==> src/inc/tbd_defs.vh <==
/*
  Constants of the terminal bus diagnostic status block: status word
  layout, bus timing counts and link indicator flash timing.
  Assumes a 250 MHz core clock.
*/
`ifndef TBD_DEFS_VH
`define TBD_DEFS_VH

// ----------------------------------------------------------------------
// status word
// ----------------------------------------------------------------------
`define TBD_STATUS_OFFSET   4'h0
`define TBD_STATUS_WIDTH    16
`define TBD_STATUS_RESET    16'h0100
`define TBD_BIT_BUS_ERR     0
`define TBD_BIT_CFG_CHG     1
`define TBD_BIT_LEN_ERR     2
`define TBD_BIT_NO_INPUT    8
`define TBD_BIT_IN_BUSY     9
`define TBD_BIT_OUT_BUSY    10
`define TBD_BIT_WDOG        11
`define TBD_BIT_ACYC        15

// ----------------------------------------------------------------------
// timing
// ----------------------------------------------------------------------
`define TBD_CLK_MHZ         250
`define TBD_UPDATE_MAX_MS   5
`define TBD_UPDATE_CYCLES   (`TBD_UPDATE_MAX_MS * 1000 * `TBD_CLK_MHZ)
`define TBD_FLASH_MS        50
`define TBD_FLASH_CYCLES    (`TBD_FLASH_MS * 1000 * `TBD_CLK_MHZ)

`endif

==> src/hdl/tbd_flasher.v <==
/*
  Link activity indicator driver: dark, steady or flashing.
  Assumes a one-cycle tick from the main block's divider.
*/
`timescale 1ns/1ps
module tbd_flasher
(
  // clock and reset
  input  wire        i_clk,
  input  wire        i_rst_n,
  // control
  input  wire        i_tick,
  input  wire        i_linked,
  input  wire        i_traffic,
  // indicator
  output reg         o_led
);

  reg                phase_reg;

  always @(posedge i_clk)
  begin
    if (!i_rst_n)
    begin
      phase_reg <= 1'b0;
      o_led     <= 1'b0;
    end
    else
    begin
      if (i_tick)
        phase_reg <= ~phase_reg;
      if (!i_linked)
        o_led <= 1'b0;
      else if (i_traffic)
        o_led <= phase_reg;
      else
        o_led <= 1'b1;
    end
  end

endmodule // tbd_flasher

==> src/hdl/tbd_status.v <==
/*
  Terminal bus diagnostic status word and link activity indicator.
  Assumes all inputs synchronous to I_CORE_CLK; events are one-cycle
  pulses from the terminal bus engine, levels are held by it.
*/
// Notes on behaviour
// - a zero word means the bus runs in step with the task, fault free.
// - nonzero means a fault or just a bus cycle longer than the task.
// - bit 0 flags a bus error, cleared by the bus device reset call.
// - bit 1 flags a terminal set that differs from the one at start-up.
// - bit 2 flags configured and actual image lengths that disagree.
// - bit 8 stays set until the first valid input data arrives.
// - bit 9 stays set while an input update has not completed.
// - bit 10 stays set while an output update has not completed.
// - bit 11 flags an expired bus watchdog.
// - bit 15 is set while an acyclic function such as a bus reset runs.
// - one bus update normally completes within about one to five ms.
// - packet-bus mode checks the terminals and, once linked, lights the indicator.
// - the indicator is dark with no packet bus and steady when idle.
// - the indicator flashes while data frames pass.
`timescale 1ns/1ps
`include "tbd_defs.vh"
module tbd_status
#(
  parameter UPDATE_CYCLES = `TBD_UPDATE_CYCLES,
  parameter FLASH_CYCLES  = `TBD_FLASH_CYCLES
)
(
  // clock and reset
  input  wire        I_CORE_CLK,
  input  wire        I_RST_N,
  // bus engine events and levels
  input  wire        I_CYCLE_DONE,
  input  wire        I_BUS_ERR,
  input  wire        I_CFG_MISMATCH,
  input  wire        I_LEN_MISMATCH,
  input  wire        I_INPUT_VALID,
  input  wire        I_IN_UPDATE_START,
  input  wire        I_IN_UPDATE_DONE,
  input  wire        I_OUT_UPDATE_START,
  input  wire        I_OUT_UPDATE_DONE,
  input  wire        I_WDOG_EXPIRED,
  input  wire        I_ACYC_ACTIVE,
  // software
  input  wire        I_BUS_DEVICE_RESET_CALL,
  input  wire        I_RD_STB,
  input  wire [3:0]  I_RD_ADDR,
  output reg  [15:0] O_RD_DATA,
  // packet bus
  input  wire        I_PKT_MODE,
  input  wire        I_PKT_LINKED,
  input  wire        I_PKT_FRAME,
  output wire        O_LINK_ACT_LED,
  output wire        O_CHECK_TERMINALS
);

  // --------------------------------------------------------------------
  // live condition flags
  // --------------------------------------------------------------------
  reg                bus_err_reg;
  reg                no_input_reg;
  reg                in_busy_reg;
  reg                out_busy_reg;
  reg                wdog_reg;
  reg  [15:0]        status_reg;
  reg  [31:0]        upd_cnt_reg;
  reg  [31:0]        flash_cnt_reg;
  reg  [31:0]        traffic_cnt_reg;
  reg                flash_tick_reg;
  wire [15:0]        status_next;
  wire               upd_busy;

  assign upd_busy = in_busy_reg | out_busy_reg;

  always @(posedge I_CORE_CLK)
  begin
    if (!I_RST_N)
    begin
      bus_err_reg  <= 1'b0;
      no_input_reg <= 1'b1;
      in_busy_reg  <= 1'b0;
      out_busy_reg <= 1'b0;
      wdog_reg     <= 1'b0;
    end
    else
    begin
      // set wins over the reset call so no error is lost
      if (I_BUS_ERR)
        bus_err_reg <= 1'b1;
      else if (I_BUS_DEVICE_RESET_CALL)
        bus_err_reg <= 1'b0;
      if (I_INPUT_VALID)
        no_input_reg <= 1'b0;
      if (I_IN_UPDATE_START)
        in_busy_reg <= 1'b1;
      else if (I_IN_UPDATE_DONE)
        in_busy_reg <= 1'b0;
      if (I_OUT_UPDATE_START)
        out_busy_reg <= 1'b1;
      else if (I_OUT_UPDATE_DONE)
        out_busy_reg <= 1'b0;
      // internal watchdog: an update overrunning its budget also trips it
      if (I_WDOG_EXPIRED || (upd_busy && upd_cnt_reg >= UPDATE_CYCLES))
        wdog_reg <= 1'b1;
      else if (I_BUS_DEVICE_RESET_CALL)
        wdog_reg <= 1'b0;
    end
  end

  // --------------------------------------------------------------------
  // update budget counter
  // --------------------------------------------------------------------
  always @(posedge I_CORE_CLK)
  begin
    if (!I_RST_N || !upd_busy)
      upd_cnt_reg <= 32'h00000000;
    else if (upd_cnt_reg < UPDATE_CYCLES)
      upd_cnt_reg <= upd_cnt_reg + 32'h00000001;
  end

  // --------------------------------------------------------------------
  // status word, refreshed at cycle end and every clock while an update or acyclic function runs
  // --------------------------------------------------------------------
  // busy bits show live state, so a long bus cycle yields a nonzero word
  assign status_next = {I_ACYC_ACTIVE, 3'h0,
                        wdog_reg, out_busy_reg,
                        in_busy_reg, no_input_reg,
                        5'h00, I_LEN_MISMATCH,
                        I_CFG_MISMATCH, bus_err_reg};

  always @(posedge I_CORE_CLK)
  begin
    if (!I_RST_N)
      status_reg <= `TBD_STATUS_RESET;
    else if (I_CYCLE_DONE || I_ACYC_ACTIVE || upd_busy)
      status_reg <= status_next;
  end

  always @(posedge I_CORE_CLK)
  begin
    if (!I_RST_N)
      O_RD_DATA <= 16'h0000;
    else if (I_RD_STB)
      O_RD_DATA <= (I_RD_ADDR == `TBD_STATUS_OFFSET) ? status_reg : 16'h0000;
  end

  // --------------------------------------------------------------------
  // link activity indicator
  // --------------------------------------------------------------------
  // traffic is stretched by two flash periods so single frames show
  always @(posedge I_CORE_CLK)
  begin
    if (!I_RST_N)
    begin
      flash_cnt_reg   <= 32'h00000000;
      flash_tick_reg  <= 1'b0;
      traffic_cnt_reg <= 32'h00000000;
    end
    else
    begin
      flash_tick_reg <= (flash_cnt_reg == FLASH_CYCLES - 1);
      if (flash_cnt_reg == FLASH_CYCLES - 1)
        flash_cnt_reg <= 32'h00000000;
      else
        flash_cnt_reg <= flash_cnt_reg + 32'h00000001;
      if (I_PKT_FRAME)
        traffic_cnt_reg <= 2 * FLASH_CYCLES;
      else if (traffic_cnt_reg != 32'h00000000)
        traffic_cnt_reg <= traffic_cnt_reg - 32'h00000001;
    end
  end

  assign O_CHECK_TERMINALS = I_PKT_MODE;

  tbd_flasher u_flasher
  (
    .i_clk     (I_CORE_CLK),
    .i_rst_n   (I_RST_N),
    .i_tick    (flash_tick_reg),
    .i_linked  (I_PKT_MODE & I_PKT_LINKED),
    .i_traffic (traffic_cnt_reg != 32'h00000000),
    .o_led     (O_LINK_ACT_LED)
  );

endmodule // tbd_status

==> config.mk <==
export PLATFORM = sky130hd
export DESIGN_NAME = tbd_status
export DESIGN_NICKNAME = d
export VERILOG_FILES = /design/src/hdl/tbd_flasher.v /design/src/hdl/tbd_status.v
export VERILOG_INCLUDE_DIRS = /design/src /design/src/inc
export SDC_FILE = /design/constraint.sdc
export NUM_CORES = 1
export LEC_CHECK = 0
export BUFFER_PORTS_ARGS = -buffer_cell sky130_fd_sc_hd__clkbuf_2
export CAP_MARGIN = 0
export CORE_MARGIN = 1
export CORE_UTILIZATION = 50
export DETAILED_ROUTE_END_ITERATION = 6
export PLACE_DENSITY = 0.77
export SYNTH_ARGS = -nofsm -noshare
export SYNTH_HDL_FRONTEND = slang
export SYNTH_SLANG_ARGS = --single-unit
==> constraint.sdc <==
create_clock -name I_CORE_CLK -period 2.4 [get_ports I_CORE_CLK]
set_clock_uncertainty 0.05 [all_clocks]
set_input_delay 0.24 -clock I_CORE_CLK [delete_from_list [all_inputs] [get_ports I_CORE_CLK]]
set_output_delay 0.24 -clock I_CORE_CLK [all_outputs]
set_load 0.01 [all_outputs]
==> key figures, run 1 <==
Floorplanning
  – # rows: 37
  – DIE AREA: 11,200 um2
  – DIE HEIGHT: 106 um
  – Die X: ~110 um
  – Initial Util: between 50% and 60%
  – Num ports: 40
  – Area of the core: ~10,000 um2

Placed design
  – Detailed Place HPWL: 8090 um
  – PortBufs: 31
  – Placed Cells: roughly 800
  – GP Congestion: between 0.8 and 0.9
  – Area post-placement: approximately 5800 um2

Synth
  – Post-synth ARST share: 0%
  – Distinct cell type count after synthesis: 52
  – Post-synth top area share: between 40% and 50%
  – Post-synth top cells: 120 x dfxtp_1, 79 x nor2_1, 46 x a21oi_1
  – Synthesized area per cell: ~8.6 um2
  – Mapped cell area: approximately 5400 um2
  – Most common cell in the synthesized netlist: dfxtp_1
  – Sequential fraction of the synthesis area: approximately 44%
  – Synth area leader: dfxtp_1
  – Seq cells post-synth: between 100 and 150
  – Cells after synthesis: around 630
  – Predominant post-synthesis flop cell: dfxtp_1
  – Synth area leaders: dfxtp_1 44%, nor2_1 5.5%, a21oi_1 4.3%
  – Synth Warn #: 0
  – Post-synth EDFFs: 0

Clock tree
  – CTS tree: built
  – Clock root buffer: clkbuf_8
  – Clock Sinks: 120
  – Total CTS buffers: 17
  – Worst skew pair latency: between 0.5 and 0.6 ns
  – Clk slew on worst S/H paths: approximately 0.050 ns
  – CTS H-Tree Depth: 4
  – Bufs on Longest Clock Path: 2

STA
  – Worst slew margin: 54.6%
  – Unrepaired setup endpoints after global routing: false
  – Measured slew at the worst slew-check pin: approximately 0.7 ns
  – Fmax: ~430 MHz
  – Fin. Hold Viols: 0
  – Max Slew Vio Count: 0
  – Setup TNS: 0 ns
  – Fin crit period: around 2.3 ns
  – Setup violators final: 0
  – Tcrit/Tclk final: around 98%

Critical path
  – CP Max Fanout: 6
  – Startpoint types: flip-flop
  – Worst path arrival time: 2.70 ns
  – Critical Path RT: about 2.8 ns
  – Kind of end point of the critical path: flip-flop
  – Setup CP Type: reg2reg

Global route
  – Largest net degree at the start of global routing: 26
  – GRT Overall Usage: between 20% and 30%
  – First-pass GRT wire length: between 20,000 and 25,000 um
  – Grt ovf: 0
  – Initial antenna violation count: 0
  – Vias in the first global route: roughly 4,600

Outcome
  – Status: finished clean

Job
  – Max-cap violations: 0

Route
  – DRC viols: 0
  – Initial DRC Count: 248
  – TritonRoute pass-1 iters: 4
  – Highest Signal Layer: met4
  – Met1 Wirelength: roughly 5500 um
  – Total number of vias: about 4,800
  – Final ANT Viol Nets: 0
  – WL/cell: 14.4 um
  – Routed met3 length: about 440 um
  – Post-Route WL: around 12,000 um
  – Met2 WL: around 6100 um
  – DR vias/cell: around 5.7

Power
  – Design Power: between 4 and 5 mW
  – VDD IR max: a little over 0.7 mV
  – Leak: between 2 and 3 nW
  – Pwr/cell area: ~760 nW/um2

Final layout
  – Share of post-route cells with drive strength above 1: 14.7%
  – # diodes: 0
  – Final Cell Area: around 6600 um2
  – Nets: between 700 and 800
  – Fill cell count: around 860
  – Area Growth Syn to Fin: 21.3%
  – Final instance count without filler cells: ~850

Min path
  – HP Class: in2reg
## per-stage QoR
| step | setup slack [ns] | hold slack [ns] | utilization (%) |
|---|---|---|---|
| after detailed placement | 0.0554 | 0.396 | 55.7 |
| after floorplan | 0.134 | 0.290 | - |
| after global routing | 0.00482 | 0.0478 | 62.9 |
| after global placement | 0.126 | 0.380 | 55.7 |
| after CTS | 0.0398 | 0.0327 | 62.6 |
| final | 0.0519 | 0.0456 | 62.9 |
## final cells by class
type                       count  area, um2  share of cell area, %
clock buffer                  22        463                   7.07
clock inverter                 9        123                   1.87
inverter                      18       67.6                   1.03
multi-input combinational    467       2820                   43.1
sequential                   120       2400                   36.7
tap                          136        170                   2.60
timing repair buffer          73        505                   7.71
## cell usage in the layout, fill, tap and decap left out, types with 8 or more instances in the layout
master / synthesis / final
nor4_1: 19 / 19
inv_1: 17 / 17
a31oi_1: 12 / 12
xnor2_1: 10 / 10
and3_1: 11 / 11
xor2_1: 22 / 22
nor3_1: 15 / 14
dlygate4sd3_1: 0 / 14
a21oi_1: 46 / 46
conb_1: 1 / 8
clkbuf_16: 0 / 16
buf_4: 9 / 28
nand3_1: 28 / 27
nand2_1: 31 / 30
or4_1: 22 / 22
or3_1: 18 / 18
clkbuf_2: 0 / 31
nand4_1: 20 / 20
and2_1: 16 / 16
o21ai_0: 22 / 21
dfxtp_1: 120 / 120
nor2_1: 79 / 78
o31ai_1: 16 / 16
nor2b_1: 10 / 10
## critical path: stages (launching register included)
cell and delay, ns:
dfxtp_1 0.35, or4_4 0.54, or3_4 0.36, or4_4 0.43
o31a_1 0.26, o31a_1 0.24
## power by group
| group | leakage (nW) | total (mW) | internal (mW) | switching [mW] |
|---|---|---|---|---|
| combinational | 1.24 | 0.388 | 0.162 | 0.226 |
| clock | 0.290 | 2.48 | 1.65 | 0.838 |
| sequential | 0.976 | 2.10 | 2.05 | 0.0496 |
## what timing repair did
action                                 in CTS  in global routing
hold buffers                               14                  0
setup buffers                               0                  2
setup endpoints to repair                   0                 11
endpoints found under the hold margin       9                  0
gates resized for setup                     0                  4
## cell families after synthesis
kind of cell               synth area share [%]
muxes                                      1.11
buffers and inverters                      4.08
adders and majority gates                  1.16
other                                    0.0694
xor gates and xnor gates                   5.19
AOI/OAI and AO/OA                          14.2
and+or+nand+nor                            29.8
DFF                                        44.5
## worst paths after layout
kind              slack (ns)             endpoint  cells past startpoint                 from
setup / recovery        0.05  traffic_cnt_reg[21]                      5  traffic_cnt_reg[13]
hold / removal          0.05        status_reg[8]                      3         I_CYCLE_DONE
setup reg to reg        0.05  traffic_cnt_reg[21]                      5  traffic_cnt_reg[13]
hold reg to reg         0.41      upd_cnt_reg[28]                      1      upd_cnt_reg[28]
## routing by layer
metal  vias to the layer above  global-route usage, %
li1                       2427                      -
met1                      2290                   27.3
met2                       100                   39.2
met3                        10                   5.95
met4                         0                   9.72
met5                         -                      0
(Power assumes the default switching activity.)
==> run 2: changes to the inputs <==
--- a/config.mk
+++ b/config.mk
@@ -12,6 +12,7 @@
 export CORE_UTILIZATION = 50
 export DETAILED_ROUTE_END_ITERATION = 6
 export PLACE_DENSITY = 0.77
+export RECOVER_POWER = 50
 export SYNTH_ARGS = -nofsm -noshare
 export SYNTH_HDL_FRONTEND = slang
 export SYNTH_SLANG_ARGS = --single-unit
==> key figures, run 2 (synthesis results as in run 1) <==
Clock tree
  – Clock root buffer: clkbuf_8
  – Bufs on Longest Clock Path: 2 (unchanged)
  – Total CTS buffers: 17 (unchanged)
  – Clk slew on worst S/H paths: 0.05 ns (about the same)
  – Clock Sinks: 120 (unchanged)
  – Worst skew pair latency: 0.52 ns (about the same)
  – CTS H-Tree Depth: 4 (unchanged)
  – CTS tree: built

Global route
  – First-pass GRT wire length: 20,700 um (unchanged)
  – Grt ovf: 0 (unchanged)
  – Initial antenna violation count: 0 (unchanged)
  – Vias in the first global route: 4,614 (unchanged)
  – Largest net degree at the start of global routing: 26 (unchanged)
  – GRT Overall Usage: 23.0% (unchanged)

Route
  – Final ANT Viol Nets: 0 (unchanged)
  – Total number of vias: 4,825 (-0.041%)
  – Initial DRC Count: 244 (-1.6%)
  – DR vias/cell: 5.71 (about the same)
  – WL/cell: 14.4 um (about the same)
  – Post-Route WL: 12,100 um (about the same)
  – TritonRoute pass-1 iters: 4 (unchanged)
  – DRC viols: 0 (unchanged)

Power
  – VDD IR max: 0.722 mV (about the same)
  – Net switching power: 1.11 mW (-0.33%)
  – Internal power: 3.85 mW (-0.11%)
  – Switching share of power: 22.4% (-0.038 points)
  – Pwr/cell area: 761 nW/um2 (+0.41%)
  – Clk pwr share: 50.0% (about the same)
  – Sequential Power Share: 42.3% (about the same)
  – Design Power: 4.96 mW (-0.16%)
  – Comb power frac: 7.7% (about the same)
  – Leak: 2.44 nW (-2.4%)

Final layout
  – Sequential Area: 2400 um2 (unchanged)
  – Multi-input gate area: 2820 um2 (-0.22%)
  – Fill cell count: 872 (+1.5%)
  – Commonest non-fill, non-tap cell in the layout: dfxtp_1
  – Nets: 724 (unchanged)
  – Share of post-route cells with drive strength above 1: 12.4% (-2.3 points)
  – # diodes: 0 (unchanged)
  – Final instance count without filler cells: 845 (unchanged)
  – Area Growth Syn to Fin: 20.6%
  – Final Cell Area: 6520 um2 (-0.57%)
  – Commonest cells after routing, fill and taps aside: 120 x dfxtp_1, 78 x nor2_1, 46 x a21oi_1

Floorplanning
  – Initial Util: 51.9% (unchanged)
  – DIE AREA: 11,200 um2 (unchanged)
  – Die X: 106 um (unchanged)
  – Area of the core: 10,400 um2 (unchanged)
  – Num ports: 40 (unchanged)
  – DIE HEIGHT: 106 um (unchanged)
  – # rows: 37 (unchanged)

Placed design
  – Detailed Place HPWL: 8090 um (unchanged)
  – GP Congestion: 0.832 (unchanged)
  – Placed Cells: 798 (unchanged)
  – PortBufs: 31 (unchanged)
  – Place WS: 0.0554 ns (unchanged)
  – Area post-placement: 5800 um2 (unchanged)

Critical path
  – Worst reg2reg endpoint: traffic_cnt_reg[21]
  – RR Startpoint: traffic_cnt_reg[13]
  – Startpoint types: flip-flop
  – FF-to-FF path depth: 5 (unchanged)
  – Kind of end point of the critical path: flip-flop
  – CP endpoint: traffic_cnt_reg[21]
  – Critical Path RT: 2.75 ns (about the same)
  – Setup CP Type: reg2reg
  – CP Max Fanout: 6 (unchanged)
  – FF-to-FF setup slack: 0.05 ns (about the same)
  – CP Launch Point: traffic_cnt_reg[13]
  – Worst path arrival time: 2.70 ns (about the same)

STA
  – Fin crit period: 2.35 ns (+0.00231 ns)
  – Max Slew Vio Count: 0 (unchanged)
  – Tcrit/Tclk final: 97.9% (about the same)
  – Setup TNS: 0 ns (unchanged)
  – Setup violators final: 0 (unchanged)
  – Fmax: 425 MHz (about the same)
  – Final Worst Setup Slack: 0.0496 ns (-0.00231 ns)
  – Worst slew margin: 27.0% (-28 points)
  – Fin. Hold Viols: 0 (unchanged)
  – Measured slew at the worst slew-check pin: 1.09 ns (+0.414 ns)

Outcome
  – Status: finished clean

Job
  – Max-cap violations: 0 (unchanged)

Min path
  – HP Class: in2reg
## run 2: cell count changes in the layout (fill, tap and decap cells not counted), sizes merged
cell,delta
buf,-5
clkbuf,+5
## run 2: power by group through the flow
stage	sequential [mW]	clock, mW	combinational, mW
floorplan	2.13	0	0.251
global placement	2.13	0	0.339
detailed placement	2.14	0	0.355
CTS	2.09	2.53	0.377
global route	2.10	2.63	0.427
finish	2.10	2.48	0.383
## run 2: how the worst min path moves through the flow
stage                              from             end  slack, ns  depth (start not counted)
after floorplan           I_INPUT_VALID    no_input_reg       0.29                          1
after global placement    I_INPUT_VALID    no_input_reg       0.38                          2
after global routing       I_CYCLE_DONE  status_reg[15]       0.08                          4
after detailed placement  I_INPUT_VALID    no_input_reg       0.40                          2
after CTS                  I_CYCLE_DONE   status_reg[8]       0.03                          3
final                      I_CYCLE_DONE  status_reg[15]       0.06                          4
## run 2: metal layers
metal  part of all wire [%]  global-route usage [%]
met5                      0                       0
met4                   0.96                    9.72
met3                    3.4                    5.95
met2                     50                    39.2
met1                     46                    27.3
## run 2: worst max-delay path, cell delays in order (launching register included)
cell,delay [ns]
dfxtp_1,0.35
or4_4,0.54
or3_4,0.36
or4_4,0.43
o31a_1,0.27
o31a_1,0.24
## run 2: stage by stage
| step | hold slack [ns] | utilization [%] |
|---|---|---|
| 2_1_floorplan | 0.290 | - |
| 5_1_grt | 0.0807 | 62.5 |
| 4_1_cts | 0.0327 | 62.6 |
| 3_3_place_gp | 0.380 | 55.7 |
| 6_report | 0.0603 | 62.5 |
| 3_5_place_dp | 0.396 | 55.7 |
## run 2: timing repair
action | CTS | global route
endpoints found under the hold margin | 9 | 0
setup buffers | 0 | 2
setup endpoints to repair | 0 | 11
hold buffers | 14 | 0
resized for setup | 0 | 4
## run 2: area by class of cell
type	instances	share of cell area [%]
clock inverters	9	1.88
clock buffers	22	7.11
well taps	136	2.61
flip-flops and latches	120	36.9
multi-input cells	467	43.2
repair buffers	73	7.28
inverters	18	1.04
